### src/design/rst_seq_pkg.sv
// constants shared by the reset sequencer and its bench
// assumes one 200 MHz system clock and an active-low power-on reset
package rst_seq_pkg;
  // timing in system clocks
  localparam int START_DELAY_CYCLES = 1024;
  localparam int DELAY_CNT_W = 11;
  localparam logic [7:0] OPTION_LOAD_RST = 8'h08;
  // register port
  localparam int ADDR_W = 2;
  localparam int DATA_W = 8;
  localparam logic [ADDR_W-1:0] CMD_OFFSET = 2'h0;
  localparam logic [ADDR_W-1:0] STATUS_OFFSET = 2'h1;
  localparam logic [ADDR_W-1:0] OPTION_OFFSET = 2'h2;
  // command bits
  localparam int CMD_CLEAR_WATCHDOG_BIT = 0;
  localparam int CMD_SLEEP_BIT = 1;
  // status bits
  localparam int STAT_POWER_DOWN_BIT = 0;
  localparam int STAT_WD_EXPIRED_BIT = 1;
  localparam int STAT_SLEEP_BIT = 2;
  localparam int STAT_CHIP_RST_BIT = 3;
  localparam int STAT_CPU_RUN_BIT = 4;
  // register initial values
  localparam logic [7:0] BANK_SELECT_RST = 8'h00;
  localparam logic [7:0] WATCHDOG_PRESCALE_RST = 8'h07;
  localparam logic [7:0] PORT_RST = 8'hFF;
  localparam logic [7:0] TIMER_CTRL_RST = 8'h08;
  localparam logic [7:0] INTERRUPT_CTRL_RST = 8'h00;
  localparam logic [3:0] EEPROM_CTRL_RST = 4'h8;
  localparam logic [12:0] PC_RST = 13'h0000;
  localparam logic [3:0] STACK_TOP = 4'h0;

  typedef enum logic [2:0] {
    ST_HOLD,
    ST_OPTION,
    ST_START,
    ST_RUN,
    ST_SLEEP,
    ST_WAKE
  } seq_state_t;
endpackage

### src/design/pin_sync.sv
// two-stage synchroniser for the external reset pin
// assumes the pin is asynchronous to i_clk and active low
`timescale 1ns/1ps
module pin_sync
(
  // clock and reset
  input wire logic i_clk,
  input wire logic i_nrst,
  // pin
  input wire logic i_external_reset_pin_n,
  // synchronised level, high while the pin is asserted
  output logic o_pin_active
);
  typedef struct packed {
    logic stage1;
    logic stage2;
  } sync_t;

  sync_t sync_reg;
  sync_t sync_next;

  always_comb
  begin
    sync_next.stage1 = ~i_external_reset_pin_n;
    sync_next.stage2 = sync_reg.stage1;
  end

  // assume asserted at power-on so release always goes through the sequence
  always_ff @(posedge i_clk or negedge i_nrst)
  begin
    if (!i_nrst)
      sync_reg <= '{stage1: 1'b1, stage2: 1'b1};
    else
      sync_reg <= sync_next;
  end

  assign o_pin_active = sync_reg.stage2;
endmodule // pin_sync

### src/design/delay_counter.sv
// loadable down-counter that times the option-load and start-up delays
// assumes i_load is a one-cycle pulse and i_count is at least one
`timescale 1ns/1ps
module delay_counter
#(
  parameter int CNT_W = 11
)
(
  // clock and reset
  input wire logic i_clk,
  input wire logic i_nrst,
  // control
  input wire logic i_load,
  input wire logic [CNT_W-1:0] i_count,
  // status
  output logic o_busy,
  output logic o_done
);
  typedef struct packed {
    logic busy;
    logic [CNT_W-1:0] cnt;
  } cnt_t;

  cnt_t cnt_reg;
  cnt_t cnt_next;

  if (CNT_W < 2)
  begin : g_width_check
    $error("delay_counter: CNT_W too small");
  end

  always_comb
  begin
    cnt_next = cnt_reg;
    if (i_load)
    begin
      cnt_next.busy = 1'b1;
      cnt_next.cnt = i_count - 1'b1;
    end
    else if (cnt_reg.busy)
    begin
      if (cnt_reg.cnt == '0)
        cnt_next.busy = 1'b0;
      else
        cnt_next.cnt = cnt_reg.cnt - 1'b1;
    end
  end

  always_ff @(posedge i_clk or negedge i_nrst)
  begin
    if (!i_nrst)
      cnt_reg <= '0;
    else
      cnt_reg <= cnt_next;
  end

  // done marks the last counted cycle
  assign o_busy = cnt_reg.busy;
  assign o_done = cnt_reg.busy && (cnt_reg.cnt == '0);
endmodule // delay_counter

### src/design/mcu_reset_sequencer.sv
// reset sequencer: sources, cause flags, option-load and start-up delays
// assumes watchdog and wake inputs are single-cycle pulses on i_clk
//
// The implementer's own choices: strobed register access and the placing of the registers.
`timescale 1ns/1ps
module mcu_reset_sequencer
#(
  parameter int CNT_W = rst_seq_pkg::DELAY_CNT_W
)
(
  // clock and power-on reset
  input wire logic i_clk,
  input wire logic i_nrst,
  // reset sources
  input wire logic i_external_reset_pin_n,
  input wire logic i_watchdog_expire,
  input wire logic i_wake,
  // register port
  input wire logic [rst_seq_pkg::ADDR_W-1:0] i_addr,
  input wire logic [rst_seq_pkg::DATA_W-1:0] i_wdata,
  input wire logic i_wr,
  input wire logic i_rd,
  output logic [rst_seq_pkg::DATA_W-1:0] o_rdata,
  // reset controls
  output logic o_chip_rst,
  output logic o_warm_rst,
  output logic o_pc_clear,
  output logic o_stack_reset,
  output logic o_watchdog_clear,
  output logic o_cpu_run,
  output logic o_sleeping,
  // cause flags
  output logic o_watchdog_expired_flag,
  output logic o_power_down_flag,
  // initial values, loaded while o_chip_rst is high
  output logic [12:0] o_pc_init,
  output logic [3:0] o_stack_init,
  output logic [7:0] o_bank_select_init,
  output logic [7:0] o_watchdog_prescale_init,
  output logic [7:0] o_port_init,
  output logic [7:0] o_timer_ctrl_init,
  output logic [7:0] o_interrupt_ctrl_init,
  output logic [3:0] o_eeprom_ctrl_init
);
  import rst_seq_pkg::*;

  typedef struct packed {
    seq_state_t state;
    logic wd_expired;
    logic power_down;
    logic warm;
    logic [7:0] option_len;
    logic [DATA_W-1:0] rdata;
  } seq_t;

  seq_t seq_reg;
  seq_t seq_next;

  logic pin_active;
  logic cnt_load;
  logic [CNT_W-1:0] cnt_value;
  logic cnt_busy;
  logic cnt_done;
  logic cmd_clear;
  logic cmd_sleep;
  logic [7:0] option_eff;

  if (CNT_W < DELAY_CNT_W)
  begin : g_cnt_check
    $error("mcu_reset_sequencer: CNT_W cannot hold the start-up delay");
  end

  pin_sync u_pin_sync
  (
    .i_clk(i_clk),
    .i_nrst(i_nrst),
    .i_external_reset_pin_n(i_external_reset_pin_n),
    .o_pin_active(pin_active)
  );

  delay_counter #(.CNT_W(CNT_W)) u_delay
  (
    .i_clk(i_clk),
    .i_nrst(i_nrst),
    .i_load(cnt_load),
    .i_count(cnt_value),
    .o_busy(cnt_busy),
    .o_done(cnt_done)
  );

  assign cmd_clear = i_wr && (i_addr == CMD_OFFSET)
    && i_wdata[CMD_CLEAR_WATCHDOG_BIT];
  assign cmd_sleep = i_wr && (i_addr == CMD_OFFSET)
    && i_wdata[CMD_SLEEP_BIT];
  // a zero length would underflow the counter
  assign option_eff = (seq_reg.option_len == 8'h00) ? 8'h01
    : seq_reg.option_len;

  always_comb
  begin
    seq_next = seq_reg;
    seq_next.warm = 1'b0;
    cnt_load = 1'b0;
    cnt_value = CNT_W'(START_DELAY_CYCLES);
    if (i_wr && (i_addr == OPTION_OFFSET))
      seq_next.option_len = i_wdata;
    unique case (seq_reg.state)
      ST_HOLD:
      begin
        // pin held: stay in reset until the synchronised release
        if (!pin_active)
        begin
          seq_next.state = ST_OPTION;
          cnt_load = 1'b1;
          cnt_value = CNT_W'(option_eff);
        end
      end
      ST_OPTION:
      begin
        if (pin_active)
          seq_next.state = ST_HOLD;
        else if (cnt_done)
        begin
          seq_next.state = ST_START;
          cnt_load = 1'b1;
        end
      end
      ST_START:
      begin
        if (pin_active)
          seq_next.state = ST_HOLD;
        else if (cnt_done)
          seq_next.state = ST_RUN;
      end
      ST_RUN:
      begin
        if (pin_active)
          seq_next.state = ST_HOLD; // flags unchanged
        else if (i_watchdog_expire)
        begin
          seq_next.state = ST_OPTION;
          seq_next.wd_expired = 1'b1;
          cnt_load = 1'b1;
          cnt_value = CNT_W'(option_eff);
        end
        else if (cmd_sleep)
        begin
          // sleep wins over a clear in the same write
          seq_next.state = ST_SLEEP;
          seq_next.power_down = 1'b1;
          seq_next.wd_expired = 1'b0;
        end
        else if (cmd_clear)
        begin
          seq_next.power_down = 1'b0;
          seq_next.wd_expired = 1'b0;
        end
      end
      ST_SLEEP:
      begin
        if (pin_active)
        begin
          seq_next.state = ST_HOLD;
          seq_next.wd_expired = 1'b0;
          seq_next.power_down = 1'b1;
        end
        else if (i_watchdog_expire)
        begin
          // warm reset: no option load, no register initial values
          seq_next.state = ST_WAKE;
          seq_next.wd_expired = 1'b1;
          seq_next.power_down = 1'b1;
          seq_next.warm = 1'b1;
          cnt_load = 1'b1;
        end
        else if (i_wake)
        begin
          seq_next.state = ST_WAKE;
          cnt_load = 1'b1;
        end
      end
      ST_WAKE:
      begin
        if (pin_active)
          seq_next.state = ST_HOLD;
        else if (cnt_done)
          seq_next.state = ST_RUN;
      end
    endcase
    seq_next.rdata = '0;
    if (i_rd && (i_addr == STATUS_OFFSET))
    begin
      seq_next.rdata[STAT_POWER_DOWN_BIT] = seq_reg.power_down;
      seq_next.rdata[STAT_WD_EXPIRED_BIT] = seq_reg.wd_expired;
      seq_next.rdata[STAT_SLEEP_BIT] = (seq_reg.state == ST_SLEEP);
      seq_next.rdata[STAT_CHIP_RST_BIT] = o_chip_rst;
      seq_next.rdata[STAT_CPU_RUN_BIT] = o_cpu_run;
    end
    else if (i_rd && (i_addr == OPTION_OFFSET))
      seq_next.rdata = seq_reg.option_len;
  end

  // power-on clears both flags
  always_ff @(posedge i_clk or negedge i_nrst)
  begin
    if (!i_nrst)
      seq_reg <= '{state: ST_HOLD, wd_expired: 1'b0, power_down: 1'b0,
        warm: 1'b0, option_len: OPTION_LOAD_RST, rdata: '0};
    else
      seq_reg <= seq_next;
  end

  // chip reset covers pin hold, option load and start-up delay
  assign o_chip_rst = (seq_reg.state == ST_HOLD)
    || (seq_reg.state == ST_OPTION)
    || (seq_reg.state == ST_START);
  assign o_warm_rst = seq_reg.warm;
  assign o_pc_clear = o_chip_rst || seq_reg.warm;
  assign o_stack_reset = o_chip_rst || seq_reg.warm;
  assign o_watchdog_clear = o_chip_rst
    || ((seq_reg.state == ST_RUN) && (cmd_clear || cmd_sleep));
  assign o_cpu_run = (seq_reg.state == ST_RUN);
  assign o_sleeping = (seq_reg.state == ST_SLEEP);
  assign o_watchdog_expired_flag = seq_reg.wd_expired;
  assign o_power_down_flag = seq_reg.power_down;
  assign o_rdata = seq_reg.rdata;

  // pointers, accumulator, table and timer counts get no load at all
  assign o_pc_init = PC_RST;
  assign o_stack_init = STACK_TOP;
  assign o_bank_select_init = BANK_SELECT_RST;
  assign o_watchdog_prescale_init = WATCHDOG_PRESCALE_RST;
  assign o_port_init = PORT_RST;
  assign o_timer_ctrl_init = TIMER_CTRL_RST;
  assign o_interrupt_ctrl_init = INTERRUPT_CTRL_RST;
  assign o_eeprom_ctrl_init = EEPROM_CTRL_RST;

  // helper: cycles spent in the start-up delay states
  logic [CNT_W:0] dly_cycles;
  always_ff @(posedge i_clk or negedge i_nrst)
  begin
    if (!i_nrst)
      dly_cycles <= '0;
    else if (seq_reg.state == ST_START || seq_reg.state == ST_WAKE)
      dly_cycles <= dly_cycles + 1'b1;
    else
      dly_cycles <= '0;
  end
endmodule // mcu_reset_sequencer

### config.mk
export PLATFORM = sky130hd
export DESIGN_NAME = mcu_reset_sequencer
export DESIGN_NICKNAME = d
export VERILOG_FILES = /design/src/design/rst_seq_pkg.sv /design/src/design/pin_sync.sv /design/src/design/delay_counter.sv /design/src/design/mcu_reset_sequencer.sv
export SDC_FILE = /design/constraint.sdc
export NUM_CORES = 1
export LEC_CHECK = 0
export BUFFER_PORTS_ARGS = -buffer_cell sky130_fd_sc_hd__buf_2
export CAP_MARGIN = 15
export CORE_MARGIN = 4
export CORE_UTILIZATION = 50
export CTS_CLUSTER_SIZE = 20
export DETAILED_ROUTE_END_ITERATION = 10
export PLACE_DENSITY = 0.77
export SYNTH_ARGS = -nofsm -noshare
export SYNTH_HDL_FRONTEND = slang
export SYNTH_SLANG_ARGS = --single-unit
export TNS_END_PERCENT = 100
### constraint.sdc
create_clock -name i_clk -period 4.7 [get_ports i_clk]
set_input_delay 0.235 -clock i_clk [delete_from_list [all_inputs] [get_ports i_clk]]
set_output_delay 0.235 -clock i_clk [all_outputs]
set_load 0.03 [all_outputs]
==> results of run 1 <==
-- synth_stat cells, types with 5 or more instances --
master | number | area (sq um)
and3_1 | 5 | 31.3
dfrtp_1 | 33 | 826
nand2_1 | 8 | 30.0
xnor2_1 | 5 | 43.8
a22oi_1 | 7 | 52.6
o21ai_0 | 6 | 30.0
nor2b_1 | 8 | 50.1
nor3_1 | 8 | 40.0
buf_4 | 71 | 533
mux2_2 | 9 | 101
nor2_1 | 9 | 33.8
o21ai_1 | 7 | 35.0
inv_1 | 8 | 30.0
a21oi_1 | 15 | 75.1
nor4_1 | 5 | 31.3
nand3_1 | 7 | 35.0
-- logic make-up (layout without fill, tap and decap cells) --
kind of cell	Yosys count	count (layout)	share of synthesized area [%]
AO/OA/AOI/OAI	58	58	15.4
buffers and inverters	89	49	23.3
AND/OR/NAND/NOR	77	77	18.6
adder cells (fa/ha/maj)	3	3	1.43
other	2	61	0.285
XOR/XNOR	7	7	2.33
multiplexers	10	10	4.23
flip-flops	36	36	34.4
-- where the power goes --
group / internal [mW] / switching, mW
Sequential: 0.380 / 0.0865
Clock: 0.157 / 0.116
Combinational: 0.138 / 0.241
-- metal layers --
layer  global-route usage [%]  wire, microns
met1                     20.0           2080
met2                     24.5           2440
met3                     3.25            394
met4                     4.56             48
met5                        0              0
-- worst paths after layout --
| path | start | end | slack, ns | depth (start not counted) |
|---|---|---|---|---|
| max | seq_reg[12] | u_delay.cnt_reg[6] | 2.32 | 8 |
| min | i_nrst | seq_reg[19] | 0.03 | 1 |
| max reg2reg | seq_reg[12] | u_delay.cnt_reg[6] | 2.32 | 8 |
| min reg2reg | u_pin_sync.sync_next[0] | u_pin_sync.o_pin_active | 0.36 | 0 |
| max in group asynchronous | i_nrst | u_delay.cnt_reg[2] | 4.16 | 1 |
| min in group i_clk | i_external_reset_pin_n | u_pin_sync.sync_next[0] | 0.05 | 2 |
-- cell type report --
| type | count | area, sq um |
|---|---|---|
| sequential | 36 | 905 |
| multi-input combinational | 216 | 1340 |
| tap | 70 | 87.6 |
| fill | 476 | 2470 |
| clock inverter | 3 | 42.5 |
| inverter | 8 | 30.0 |
| timing repair buffer | 33 | 165 |
| clock buffer | 5 | 68.8 |
-- layout by cell type, fill, tap and decap left out, types with 2 or more instances in the layout --
cell type and count:
nand3_1 7, nand2b_1 4, xnor2_1 5, conb_1 61, mux2_2 9, dfrtp_1 33
nor2b_1 8, nor4_1 5, nor2_1 9, and3_1 5, a2bb2oi_1 2, nand3b_1 3
a21oi_1 15, buf_2 33, a211oi_1 4, dfstp_2 3, a21boi_1 2, o21ai_0 6
or4_4 2, nand2_1 8, ha_1 3, xor2_1 2, nor3_1 8, clkbuf_8 5
or3_1 3, nor3b_1 2, o21ai_1 7, o31ai_1 3, inv_1 8, a22oi_1 7
-- per-stage QoR --
step | area, sq um | total power [mW] | worst slack (ns) | utilization, %
global placement | 2520 | 0.835 | 2.45 | 49.4
floorplan | 2850 | 0.813 | 2.51 | -
CTS | 2630 | 1.12 | 2.37 | 51.6
finish | 2630 | 1.12 | 2.32 | 51.6
detailed placement | 2520 | 0.847 | 2.38 | 49.4
global route | 2630 | 1.19 | 2.16 | 51.6
==> flow_metrics.env, run 1 <==
export IMPL_max_cap_violations=0
export IMPL_tns_ns=0
export IMPL_yosysUniqueCellTypes=59
export IMPL_instances_no_fill=371
export IMPL_netlist_area_sq_um=2630
export IMPL_dp_cells=363
export IMPL_crit_family="simple AND/OR/NAND/NOR gates"
export IMPL_clockRootBuffer="clkbuf_8"
export IMPL_arrival_ns=2.61
export IMPL_worst_pin_slew_ns=0.913
export IMPL_ctsResizeCount=0
export IMPL_whs_ns=0.0310
export IMPL_cts_buffer_depth=2
export IMPL_max_slew_margin_pct=38.9
export IMPL_critPathMaxStageDelay_ns=0.59
export IMPL_ys_seq_area_share_pct=34.4
export IMPL_detail_route_vias_per_cell=4.99
export IMPL_critPathKind="reg2reg"
export IMPL_slowest_stage="or4_1"
export IMPL_hp_class="in2async"
export IMPL_grt_pass1_wl_microns=7600
export IMPL_postRouteAntennaNets=0
export IMPL_dr_pass1_iters=5
export IMPL_required_ns=4.93
export IMPL_drv_slew=0
export IMPL_area_growth_pct=0.0952
export IMPL_grt_pass1_vias=1606
export IMPL_cp_start_kind="flop"
export IMPL_clk_pin_slew_ns=0.07
export IMPL_ys_ff_latch=36
export IMPL_place_congestion=0.840
export IMPL_endpoint_kind="flop"
export IMPL_wl_per_cell_microns=13.4
export IMPL_grt_usage_pct=15.1
export IMPL_via_count=1850
export IMPL_finalCriticalPeriod_ns=2.38
export IMPL_nNetsFinal=320
export IMPL_crit_buf_inv=0
export IMPL_vdd_drop_max_mv=0.219
export IMPL_dp_hpwl_microns=3810
export IMPL_rsz0062_at_grt="false"
export IMPL_p_leak_nw=1.23
export IMPL_portBuffers=33
export IMPL_syn_instance_count=282
export IMPL_core_sq_um=5110
export IMPL_fin_worst_skew_ns=0.00449
export IMPL_power_density_nw_per_um2=425
export IMPL_crit_chain="or4_1, nor4_1, o21ai_1, ha_1, nand3_1, o21ai_0, a211oi_1, a21o_1"
export IMPL_grt_max_degree=37
export IMPL_routed_wl_microns=4960
export IMPL_die_area_sq_um=6490
export IMPL_cts_buffers=5
export IMPL_num_rows=26
export IMPL_fp_dieW_microns=80.5
export IMPL_synth_area_per_cell_sq_um=9.33
export IMPL_overflow=0
export IMPL_fin_crit_sh_pct=50.7
export IMPL_ys_warnings_count=0
export IMPL_htree_levels=2
export IMPL_ioPinCount=95
export IMPL_cts_sinks=36
export IMPL_initial_core_util_pct=51.5
export IMPL_drive_gt1_share_pct=21.6
export IMPL_postCtsSetupBuffers=0
export IMPL_synth_edf_count=0
export IMPL_worstSkewPairLatency_ns=0.29
export IMPL_cts_tree="done"
export IMPL_drc=0
export IMPL_status="finished clean"
export IMPL_antenna_found_initial=0
export IMPL_ys_flop_type="dfrtp_1"
export IMPL_ys_async_sr_fraction_pct=100
export IMPL_cp_max_fo=8
export IMPL_die_y_microns=80.5
export IMPL_hold_violations=0
export IMPL_max_freq_mhz=420
export IMPL_setup_viol=0
export IMPL_first_iter_violations=69
export IMPL_cts_hold_buf=0
export IMPL_num_antenna_cells=0
Note: power is estimated with default switching activity, not from simulation.
==> run 2, diff against run 1 <==
==> constraint.sdc (replaced) <==
create_clock -name i_clk -period 2.3 [get_ports i_clk]
set_input_delay 0.115 -clock i_clk [delete_from_list [all_inputs] [get_ports i_clk]]
set_output_delay 0.115 -clock i_clk [all_outputs]
set_load 0.03 [all_outputs]
==> flow_metrics.env, run 2 (synthesis results as in run 1) <==
export IMPL_status="finished clean"
export IMPL_cts_tree="done"
export IMPL_r2r_start="u_delay.cnt_reg[0]"
export IMPL_fin_crit_sh_pct=94.5
export IMPL_placed_area_sq_um=2610
export IMPL_core_sq_um=5110
export IMPL_cp_max_fo=8
export IMPL_detail_route_vias_per_cell=4.98
export IMPL_grt_pass1_wl_microns=8270
export IMPL_instances_no_fill=384
export IMPL_portBuffers=33
export IMPL_area_growth_pct=4.71
export IMPL_postRouteAntennaNets=0
export IMPL_setup_viol=0
export IMPL_power_mw=2.36
export IMPL_first_iter_violations=101
export IMPL_hp_class="in2reg"
export IMPL_antenna_found_initial=0
export IMPL_die_area_sq_um=6490
export IMPL_p_leak_nw=1.29
export IMPL_hp_start="i_wdata[7]"
export IMPL_worstSkewPairLatency_ns=0.29
export IMPL_die_y_microns=80.5
export IMPL_arrival_ns=2.37
export IMPL_max_cap_violations=0
export IMPL_ioPinCount=95
export IMPL_nNetsFinal=333
export IMPL_critPathKind="reg2reg"
export IMPL_num_rows=26
export IMPL_post_route_cell_area_sq_um=2760
export IMPL_clk_pin_slew_ns=0.08
export IMPL_max_freq_mhz=460
export IMPL_overflow=0
export IMPL_drc=0
export IMPL_finalWorstSetupSlack_ns=0.127
export IMPL_cts_buffers=5
export IMPL_max_slew_margin_pct=46.2
export IMPL_finalCriticalPeriod_ns=2.17
export IMPL_endpoint_kind="flop"
export IMPL_final_common_cell="conb_1"
export IMPL_dp_cells=374
export IMPL_grt_pass1_vias=1735
export IMPL_cts_buffer_depth=2
export IMPL_power_density_nw_per_um2=857
export IMPL_fp_dieW_microns=80.5
export IMPL_tns_ns=0
export IMPL_via_count=1912
export IMPL_required_ns=2.50
export IMPL_initial_core_util_pct=51.5
export IMPL_place_congestion=0.827
export IMPL_num_antenna_cells=0
export IMPL_htree_levels=2
export IMPL_grt_max_degree=37
export IMPL_vdd_drop_max_mv=0.449
export IMPL_cp_startpoint="u_delay.cnt_reg[0]"
export IMPL_dr_pass1_iters=4
export IMPL_wl_per_cell_microns=13.4
export IMPL_clockRootBuffer="clkbuf_8"
export IMPL_final_cell_mix="conb_1, buf_2, dfrtp_1"
export IMPL_grt_usage_pct=16.2
export IMPL_routed_wl_microns=5140
export IMPL_dpl_worst_slack_ns=0.0846
export IMPL_hold_violations=0
export IMPL_cp_start_kind="flop"
export IMPL_fin_worst_skew_ns=0.00909
export IMPL_cts_sinks=36
export IMPL_dp_hpwl_microns=3900
export IMPL_drv_slew=0
export IMPL_worst_pin_slew_ns=0.807
export IMPL_drive_gt1_share_pct=25.5
==> run 2: power breakdown <==
group | internal, mW | total [mW] | switching, mW
logic | 0.338 | 0.879 | 0.541
clock network | 0.321 | 0.556 | 0.235
registers | 0.777 | 0.927 | 0.150
total | 1.44 | 2.36 | 0.927
==> run 2: worst paths after layout <==
check	slack (ns)	cells after the start	end
worst max-delay path	0.13	7	seq_reg[21]
worst min-delay path	0.05	2	seq_reg[15]
worst max register to register	0.13	7	seq_reg[21]
worst min register to register	0.36	0	u_pin_sync.o_pin_active
max in group asynchronous	1.33	2	u_delay.cnt_reg[9]
min in group asynchronous	0.46	2	seq_reg[12]
==> run 2: layout make-up <==
cell class              instances  area [sq um]
clock inverters                 3          42.5
clock buffers                   5          68.8
fillers                       484          2350
multi-input cells             216          1350
flip-flops and latches         36           905
repair buffers                 46           268
well taps                      70          87.6
inverters                       8          30.0
==> run 2: through the flow <==
stage | hold slack, ns | utilization (%)
6_report | 0.0490 | 53.9
5_1_grt | 0.0534 | 53.9
4_1_cts | 0.0412 | 53.6
3_5_place_dp | 0.228 | 51.0
3_3_place_gp | 0.230 | 51.0
2_1_floorplan | -0.181 | -
==> run 2: what timing repair did <==
action                                 CTS  global route
hold buffers                             2             0
gates resized for setup                  0             4
setup buffers                            0             0
setup endpoints to repair                0             6
endpoints found under the hold margin   34             0
==> run 2: critical path, cell delays in order (launching register included) <==
cell and delay (ns):
dfrtp_1 0.40, inv_1 0.12, ha_1 0.17, or4b_4 0.52, nor3_4 0.33, a221oi_2 0.16
nand2b_4 0.17, o32ai_2 0.23
==> run 2: metal layers <==
metal / vias to the layer above / track usage (%) / wire length (microns)
li1: 915 / - / -
met4: 0 / 3.89 / 55
met3: 10 / 4.37 / 453
met1: 909 / 21.5 / 2110
met2: 78 / 26.3 / 2520
met5: - / 0 / 0
